File: src/irqv_pkg.sv
// shared constants for the vme interrupt vector and interrupter block
package irqv_pkg;
  localparam logic [9:0] VECTOR_OFFSET = 10'h14d;
  localparam logic [9:0] EOI_OFFSET = 10'h14d;
  localparam logic [9:0] LEVEL_OFFSET = 10'h14e;
  localparam logic [9:0] LINE_STATE_OFFSET = 10'h14f;
  localparam logic [9:0] OUT_VECTOR_OFFSET = 10'h14f;
  localparam int FLAG_POS = 7;
  localparam int LEVEL_MSB = 2;
  localparam logic [2:0] FIRST_LEVEL_CODE = 3'h3;
  localparam int DONE_ENABLE_POS = 0;
  localparam int VME_ENABLE_POS = 2;
  localparam logic [7:0] LEVEL_RESET = 8'h00;
  localparam logic [7:0] VECTOR_RESET = 8'h00;
  localparam int CLK_MHZ = 100;
  localparam int RORA_WAIT_US = 2;
  localparam int RORA_WAIT_CYCLES = RORA_WAIT_US * CLK_MHZ;
  localparam logic [2:0] IACK_TIMEOUT_CYCLES = 3'h7;
endpackage : irqv_pkg

File: src/irqv_top.sv
// vme interrupt handler vector fetch, end-of-interrupt latch and on-board interrupter
//
// Operation
// - vector read returns serviced source's vector
// - bus interrupt served before local done
// - vector read runs bus iack cycle only when a bus source is served
// - any byte write to eoi triggers it
// - eoi clears latch, rearms host edge
// - level code selects irq3 to irq7
// - level register unchanged by iack
// - level register read/write, reset undefined
// - flag bit stored and read back
// - line state reads seven irq levels
// - line state keeps active-low bus polarity
// - write-only byte holds outgoing status/id
// - interrupter releases line on acknowledge
// - acknowledge raises done when enabled
// - done reaches nmi only when enabled
// - highest numbered enabled irq first
`timescale 1ns/1ns
module irqv_top (
  input wire logic CLK,
  input wire logic RESET,
  input wire logic [9:0] IO_ADDR,
  input wire logic IO_RD,
  input wire logic IO_WR,
  input wire logic [7:0] IO_WDATA,
  output logic [7:0] IO_RDATA,
  output logic IO_READY,
  input wire logic [6:0] IRQ_MASK,
  input wire logic [7:0] GROUP_MASK,
  input wire logic [7:0] DONE_VECTOR,
  input wire logic DONE_PENDING,
  input wire logic LOCAL_REQUEST,
  input wire logic [6:0] VME_IRQ_N,
  output logic [6:0] VME_IRQ_OE,
  output logic HOST_IRQ,
  output logic HOST_NMI_DONE,
  output logic VME_IACK_REQ,
  output logic [2:0] VME_IACK_LEVEL,
  input wire logic VME_IACK_DONE,
  input wire logic [7:0] VME_IACK_DATA,
  input wire logic EXT_IACK_SEL,
  input wire logic EXT_IACK_READ,
  output logic [7:0] EXT_IACK_DATA
);
  typedef enum logic [2:0] {
    IDLE = 3'b001,
    IACK = 3'b010,
    ANSWER = 3'b100
  } fetch_e;

  fetch_e state;
  fetch_e next_state;
  logic [6:0] irq_level;
  logic [7:0] level_reg;
  logic [7:0] out_vector;
  logic [7:0] read_data;
  logic [7:0] fetched;
  logic latched;
  logic latched_vme;
  logic [2:0] latched_level;
  logic requesting;
  logic done_event;
  logic rd_vec_d;
  logic level_known;

  irqv_sync u_sync (
    .clk(CLK),
    .reset(RESET),
    .async_in(VME_IRQ_N),
    .stable(irq_level)
  );

  irqv_level_decode u_dec (
    .level_code(level_reg[irqv_pkg::LEVEL_MSB:0]),
    .request(requesting),
    .line_drive(VME_IRQ_OE)
  );

  // active-low lines; gated by individual and group masks
  wire [6:0] vme_active = ~irq_level & IRQ_MASK & {7{GROUP_MASK[irqv_pkg::VME_ENABLE_POS]}};
  wire vme_any = |vme_active;
  // an acknowledged on-board interrupt stays a done source until eoi
  wire done_ok = (DONE_PENDING || done_event) && GROUP_MASK[irqv_pkg::DONE_ENABLE_POS];

  function automatic logic [2:0] top_level(input logic [6:0] act);
    logic [2:0] r;
    r = 3'h0;
    for (int i = 0; i < 7; i++) begin
      if (act[i]) begin
        r = 3'(i + 1);
      end
    end
    return r;
  endfunction : top_level

  wire [2:0] vme_level = top_level(vme_active);
  wire hit_vec = IO_ADDR == irqv_pkg::VECTOR_OFFSET;
  wire hit_lvl = IO_ADDR == irqv_pkg::LEVEL_OFFSET;
  wire hit_line = IO_ADDR == irqv_pkg::LINE_STATE_OFFSET;
  wire rd_vec = IO_RD && hit_vec;
  wire rd_vec_start = rd_vec && !rd_vec_d;
  wire wr_eoi = IO_WR && (IO_ADDR == irqv_pkg::EOI_OFFSET);
  wire wr_lvl = IO_WR && hit_lvl;
  wire wr_out = IO_WR && (IO_ADDR == irqv_pkg::OUT_VECTOR_OFFSET);
  wire serve_vme = latched ? latched_vme : vme_any;
  wire ext_ack = EXT_IACK_SEL && EXT_IACK_READ && requesting;

  always_comb begin
    next_state = state;
    case (state)
      IDLE: begin
        if (rd_vec_start && serve_vme) begin
          next_state = IACK;
        end else if (rd_vec_start) begin
          next_state = ANSWER;
        end
      end
      IACK: begin
        if (VME_IACK_DONE) begin
          next_state = ANSWER;
        end
      end
      ANSWER: begin
        if (!IO_RD) begin
          next_state = IDLE;
        end
      end
      default: next_state = IDLE;
    endcase
  end

  always_ff @(posedge CLK) begin
    if (RESET) begin
      state <= IDLE;
      rd_vec_d <= 1'b0;
    end else begin
      state <= next_state;
      rd_vec_d <= rd_vec;
    end
  end

  // vector capture: bus data or local done byte
  always_ff @(posedge CLK) begin
    if (RESET) begin
      fetched <= irqv_pkg::VECTOR_RESET;
    end else if (state == IACK && VME_IACK_DONE) begin
      fetched <= VME_IACK_DATA;
    end else if (state == IDLE && rd_vec_start && !serve_vme) begin
      fetched <= DONE_VECTOR;
    end
  end

  // latch of serviced interrupt; a new one only after eoi
  always_ff @(posedge CLK) begin
    if (RESET) begin
      latched <= 1'b0;
      latched_vme <= 1'b0;
      latched_level <= 3'h0;
    end else if (wr_eoi) begin
      latched <= 1'b0;
    end else if (!latched && (vme_any || done_ok)) begin
      latched <= 1'b1;
      latched_vme <= vme_any;
      latched_level <= vme_level;
    end
  end

  assign HOST_IRQ = latched && latched_vme;
  assign HOST_NMI_DONE = latched && !latched_vme && done_ok;
  assign VME_IACK_REQ = state == IACK;
  assign VME_IACK_LEVEL = latched ? latched_level : vme_level;
  assign IO_READY = (state == ANSWER) || (IO_RD && !hit_vec) || IO_WR;

  // level register: no reset (undefined on power-up), iack never alters it
  always_ff @(posedge CLK) begin
    if (wr_lvl) begin
      level_reg <= IO_WDATA;
    end
  end

  always_ff @(posedge CLK) begin
    if (wr_out) begin
      out_vector <= IO_WDATA;
    end
  end

  // only marks the level register as written; its contents stay unknown until then
  always_ff @(posedge CLK) begin
    if (RESET) begin
      level_known <= 1'b0;
    end else if (wr_lvl) begin
      level_known <= 1'b1;
    end
  end

  // requesting set by local request, released on acknowledge
  always_ff @(posedge CLK) begin
    if (RESET) begin
      requesting <= 1'b0;
      done_event <= 1'b0;
      EXT_IACK_DATA <= 8'h00;
    end else begin
      // set wins over eoi so an acknowledge in the eoi cycle is not lost
      if (ext_ack && GROUP_MASK[irqv_pkg::DONE_ENABLE_POS]) begin
        done_event <= 1'b1;
      end else if (wr_eoi) begin
        done_event <= 1'b0;
      end
      EXT_IACK_DATA <= out_vector;
      if (LOCAL_REQUEST) begin
        requesting <= 1'b1;
      end else if (ext_ack) begin
        requesting <= 1'b0;
      end
    end
  end

  always_comb begin
    read_data = 8'h00;
    if (hit_vec) begin
      read_data = fetched;
    end else if (hit_lvl) begin
      read_data = level_reg;
    end else if (hit_line) begin
      read_data = {1'b0, irq_level};
    end
  end

  always_ff @(posedge CLK) begin
    if (RESET) begin
      IO_RDATA <= 8'h00;
    end else begin
      IO_RDATA <= (state == IACK && VME_IACK_DONE) ? VME_IACK_DATA : read_data;
    end
  end

  property p_eoi_clears;
    @(posedge CLK) disable iff (RESET) wr_eoi |=> !latched;
  endproperty
  a_eoi_clears: assert property (p_eoi_clears) else $error("eoi left latch set");

  property p_vme_first;
    @(posedge CLK) disable iff (RESET)
      (!latched && !wr_eoi && vme_any && done_ok) |=> latched_vme;
  endproperty
  a_vme_first: assert property (p_vme_first) else $error("done served before bus");

  property p_iack_on_read;
    @(posedge CLK) disable iff (RESET)
      (state == IDLE && rd_vec_start && serve_vme) |=> VME_IACK_REQ;
  endproperty
  a_iack_on_read: assert property (p_iack_on_read) else $error("no iack on vector read");

  property p_done_no_cycle;
    @(posedge CLK) disable iff (RESET)
      (state == IDLE && rd_vec_start && !serve_vme) |=>
      !VME_IACK_REQ && fetched == $past(DONE_VECTOR);
  endproperty
  a_done_no_cycle: assert property (p_done_no_cycle) else $error("done vector wrong");

  property p_release;
    @(posedge CLK) disable iff (RESET) (ext_ack && !LOCAL_REQUEST) |=> VME_IRQ_OE == 7'h00;
  endproperty
  a_release: assert property (p_release) else $error("line held after ack");

  property p_done_raise;
    @(posedge CLK) disable iff (RESET)
      (ext_ack && GROUP_MASK[0]) |=> done_event;
  endproperty
  a_done_raise: assert property (p_done_raise) else $error("done not raised");

  property p_no_line_low_codes;
    @(posedge CLK) disable iff (RESET)
      (level_reg[2:0] < 3'h3) |-> VME_IRQ_OE == 7'h00;
  endproperty
  a_no_line_low_codes: assert property (p_no_line_low_codes)
    else $error("line on no-line code");

  property p_level_stable;
    @(posedge CLK) disable iff (RESET) (level_known && !wr_lvl) |=> $stable(level_reg);
  endproperty
  a_level_stable: assert property (p_level_stable) else $error("level register changed");

  property p_nmi_gate;
    @(posedge CLK) disable iff (RESET) HOST_NMI_DONE |-> GROUP_MASK[0];
  endproperty
  a_nmi_gate: assert property (p_nmi_gate) else $error("nmi without enable");

  property p_line_read;
    @(posedge CLK) disable iff (RESET)
      (IO_RD && hit_line) |=> IO_RDATA == {1'b0, $past(irq_level)};
  endproperty
  a_line_read: assert property (p_line_read) else $error("line state read wrong");

  property p_top_first;
    @(posedge CLK) disable iff (RESET) vme_any |-> (vme_active >> vme_level) == 7'h00;
  endproperty
  a_top_first: assert property (p_top_first) else $error("lower irq chosen first");

  c_vme_fetch: cover property (@(posedge CLK) disable iff (RESET)
    state == IACK ##[1:20] state == ANSWER);
  c_done_fetch: cover property (@(posedge CLK) disable iff (RESET)
    (state == IDLE && rd_vec_start && !serve_vme));
  c_ext_ack: cover property (@(posedge CLK) disable iff (RESET) ext_ack);
  c_eoi: cover property (@(posedge CLK) disable iff (RESET) latched ##1 wr_eoi);
endmodule : irqv_top

File: src/irqv_sync.sv
// three-stage synchroniser for the seven irq lines
`timescale 1ns/1ns
module irqv_sync (
  input wire logic clk,
  input wire logic reset,
  input wire logic [6:0] async_in,
  output logic [6:0] stable
);
  logic [6:0] s1;
  logic [6:0] s2;
  logic [6:0] s3;
  // idle level of the bus lines is high (released)
  always_ff @(posedge clk) begin
    if (reset) begin
      s1 <= 7'h7f;
      s2 <= 7'h7f;
      s3 <= 7'h7f;
      stable <= 7'h7f;
    end else begin
      s1 <= async_in;
      s2 <= s1;
      s3 <= s2;
      stable <= next_stable(stable, s2, s3);
    end
  end
  function automatic logic [6:0] next_stable(input logic [6:0] cur, input logic [6:0] a,
                                             input logic [6:0] b);
    logic [6:0] r;
    r = cur;
    for (int i = 0; i < 7; i++) begin
      if (a[i] == b[i]) begin
        r[i] = a[i];
      end
    end
    return r;
  endfunction : next_stable
endmodule : irqv_sync

File: src/irqv_level_decode.sv
// level code to one-hot outgoing irq line decode
`timescale 1ns/1ns
module irqv_level_decode (
  input wire logic [2:0] level_code,
  input wire logic request,
  output logic [6:0] line_drive
);
  // bit n drives irq(n+1); codes below three drive nothing
  genvar g;
  generate
    for (g = 0; g < 7; g++) begin : g_line
      assign line_drive[g] = request && (level_code >= irqv_pkg::FIRST_LEVEL_CODE)
                             && (level_code == 3'(g + 1));
    end
  endgenerate
endmodule : irqv_level_decode

File: config.mk
export PLATFORM = sky130hd
export DESIGN_NAME = irqv_top
export DESIGN_NICKNAME = d
export VERILOG_FILES = /design/src/irqv_pkg.sv /design/src/irqv_top.sv /design/src/irqv_sync.sv /design/src/irqv_level_decode.sv
export SDC_FILE = /design/constraint.sdc
export NUM_CORES = 1
export LEC_CHECK = 0
export ABC_CLOCK_PERIOD_IN_PS = 2800
export CAP_MARGIN = 20
export CORE_ASPECT_RATIO = 2
export CORE_MARGIN = 2
export CORE_UTILIZATION = 65
export CTS_CLUSTER_SIZE = 30
export DETAILED_ROUTE_END_ITERATION = 12
export DONT_BUFFER_PORTS = 1
export PLACE_DENSITY = 0.91
export SYNTH_ARGS = -nofsm -noshare
export SYNTH_HDL_FRONTEND = slang
export SYNTH_SLANG_ARGS = --single-unit
File: constraint.sdc
create_clock -name CLK -period 2.8 [get_ports CLK]
set_input_delay 0.56 -clock CLK [delete_from_list [all_inputs] [get_ports CLK]]
set_output_delay 0.56 -clock CLK [all_outputs]
set_load 0.1 [all_outputs]
==> flow_summary.toml <==
[job]
cap_violations = 0

[clock_tree]
cts_tree = "built"
h-tree-depth = 3
cts_resized = 0
ctsHoldBuffers = 0
path_clk_slew_ns = 0.08
clk_path_buf_depth = 2
clockRootBuffer = "clkbuf_8"
post_cts_buffers = 0
cts_made_buffers = 9
cts.sinks = 79
clock_latency_ns = 0.35

[detailed_routing]
wl_met1_um = 2490
drc_errors = 0
drt-pass1-iter-count = 4
dr.max_layer_used = "met4"
via_per_inst = 6.15
wire_per_inst_um = 19.0
ant_nets = 0
wirelength_um = 6850
via_count = 2214
wl_met2_um = 3610
drt-initial-drc-count = 52
wl_met3_um = 627

[worst_hold_path]
hold_path_class = "input port to flop"
hold-path-cell-count = 1

[setup_path]
reg2reg_from = "state[1]$_SDFFE_PP0P_"
crit_start = "u_sync.stable[4]$_SDFFE_PP1N_"
cp.arrival_ns = 1.90
endpoint = "VME_IACK_LEVEL[2]"
cp.required_ns = 2.24
endpoint_kind = "primary output"
cp_max_fo = 5
crit_type = "flop to primary output"
critPathLaunchType = "flop"
reg2reg_slack_ns = 0.90
reg2reg_to = "IO_RDATA[7]$_SDFF_PP0_"
rr_worst_depth = 5

[sta]
finalCritPeriodShare_pct = 88.0
skew_ns = 0.00668
worstMarginPinSlew_ns = 0.964
max_freq_mhz = 406
relSlewSlack_pct = 35.6
fin_ws_ns = 0.335
setup_viol = 0
fin_crit_ns = 2.46
tns_ns = 0
rsz0062_at_grt = "no"
drv_slew = 0
hold_viol = 0

[placement]
port_buffers = 0
dp.cells = 344
dp_hpwl_um = 4860
dp_slack_ns = 0.623
place_area_mm2 = 0.00338
place.gp.congestion = 0.808

[synthesis]
yosysWarnings = 0
synth_edf_count = 16
synth_area_mm2 = 0.00318
synth_largest_area_cell = "dfxtp_1"
avgSynthCellArea_um2 = 11.1
ys_seq_elements = 79
async_flop_share_pct = 0
yosys-top-cells-area = "dfxtp_1, edfxtp_1, or2_2, mux2_2, mux2i_1"
synth.top_cell.area_share_pct = 39.7
yosysMostFrequentCell = "dfxtp_1"
ys_types = 50
synth_seq_area_share_pct = 54.8
syn-instance-count = 286
synth_flop_cell = "dfxtp_1"
netlist_top_cells_count = "dfxtp_1, nor2_1, or2_2"

[pwr]
p_leak_uw = 0.00134
p_per_area_mw_per_mm2 = 574
ir_drop_v = 0.000688
p_total_uw = 2040

[final_layout]
stdcell_area_mm2 = 0.00355
final_nets = 363
drive_gt1_share_pct = 27.7
final_cell_count_no_fill = 360
fill_cells = 332
multiInputGateArea_mm2 = 0.00138
antenna_cells = 0
syn_to_final_growth_pct = 11.9
ff_latch_area_mm2 = 0.00174

[grt]
grt_start_max_net_pins = 49
grt_usage_pct = 26.8
grt_pass1_wl_um = 10300
gr-total-overflow = 0
antenna_found_initial = 0
grt_pass1_vias = 2230

[floorplanning]
rows = 36
chipWidth_um = 53.4
core_mm2 = 0.00477
die_area_mm2 = 0.00549
start_util_pct = 66.5
ios = 95
die_y_um = 103

[run_status]
status = "finished clean"
-- per-layer routing --
metal	vias up	GRT usage, %
li1	1049	-
met1	1052	28.1
met2	103	44.5
met3	10	10.4
met4	0	14.6
met5	-	0
-- worst max-delay path: stages, from the launching register on --
cell      delay, ns
dfxtp_1        0.36
nand2b_1       0.21
a41oi_2        0.40
mux2_2         0.59
-- cell type report --
type                            count  area share (%)
Sequential cell                    79            49.0
Tap cell                           57            2.01
Timing Repair Buffer               13            4.72
Multi-Input combinational cell    190            38.9
Clock buffer                        9            3.48
Clock inverter                      7            1.34
Inverter                            5           0.528
-- cell usage in the layout (no fill, tap or decap), types with 10 or more instances in the layout --
cell type and instances:
a21oi_1 14, dfxtp_1 63, edfxtp_1 16, nand2_1 14, nand2b_1 13, nor2_1 19, nor2b_1 12, o21ai_0 10
or2_2 21
-- power breakdown --
group | internal (uW) | leakage, uW | switching [uW]
Combinational | 40.9 | 0.000598 | 60.7
Sequential | 1180 | 0.000659 | 35.1
Clock | 321 | 0.0000870 | 406
Total | 1540 | 0.00134 | 501
-- worst min-delay path by stage --
stage                                 start                 endpoint  slack, ns
CTS                                   RESET   IO_RDATA[1]$_SDFF_PP0_       0.26
global route                          RESET   IO_RDATA[5]$_SDFF_PP0_       0.26
detailed placement  u_sync.s1[5]$_SDFF_PP1_  u_sync.s2[5]$_SDFF_PP1_       0.40
finish                                RESET   IO_RDATA[0]$_SDFF_PP0_       0.27
floorplan           u_sync.s1[0]$_SDFF_PP1_  u_sync.s2[0]$_SDFF_PP1_       0.39
global placement    u_sync.s1[3]$_SDFF_PP1_  u_sync.s2[3]$_SDFF_PP1_       0.39
-- cells by family (layout without fill, tap and decap cells) --
family	after synthesis	count (layout)	synth area share [%]
compound gates	62	62	15.5
buf+inv	18	34	2.80
flops	79	79	54.8
mux	18	18	6.03
other cells	1	2	0.118
simple gates	108	108	20.7
-- through the flow --
stage	hold slack, ns	utilization (%)
2_1_floorplan	0.389	-
3_3_place_gp	0.392	70.9
3_5_place_dp	0.398	70.9
4_1_cts	0.264	74.4
5_1_grt	0.259	74.4
6_report	0.274	74.4
Power figures use the tool's default switching activity.
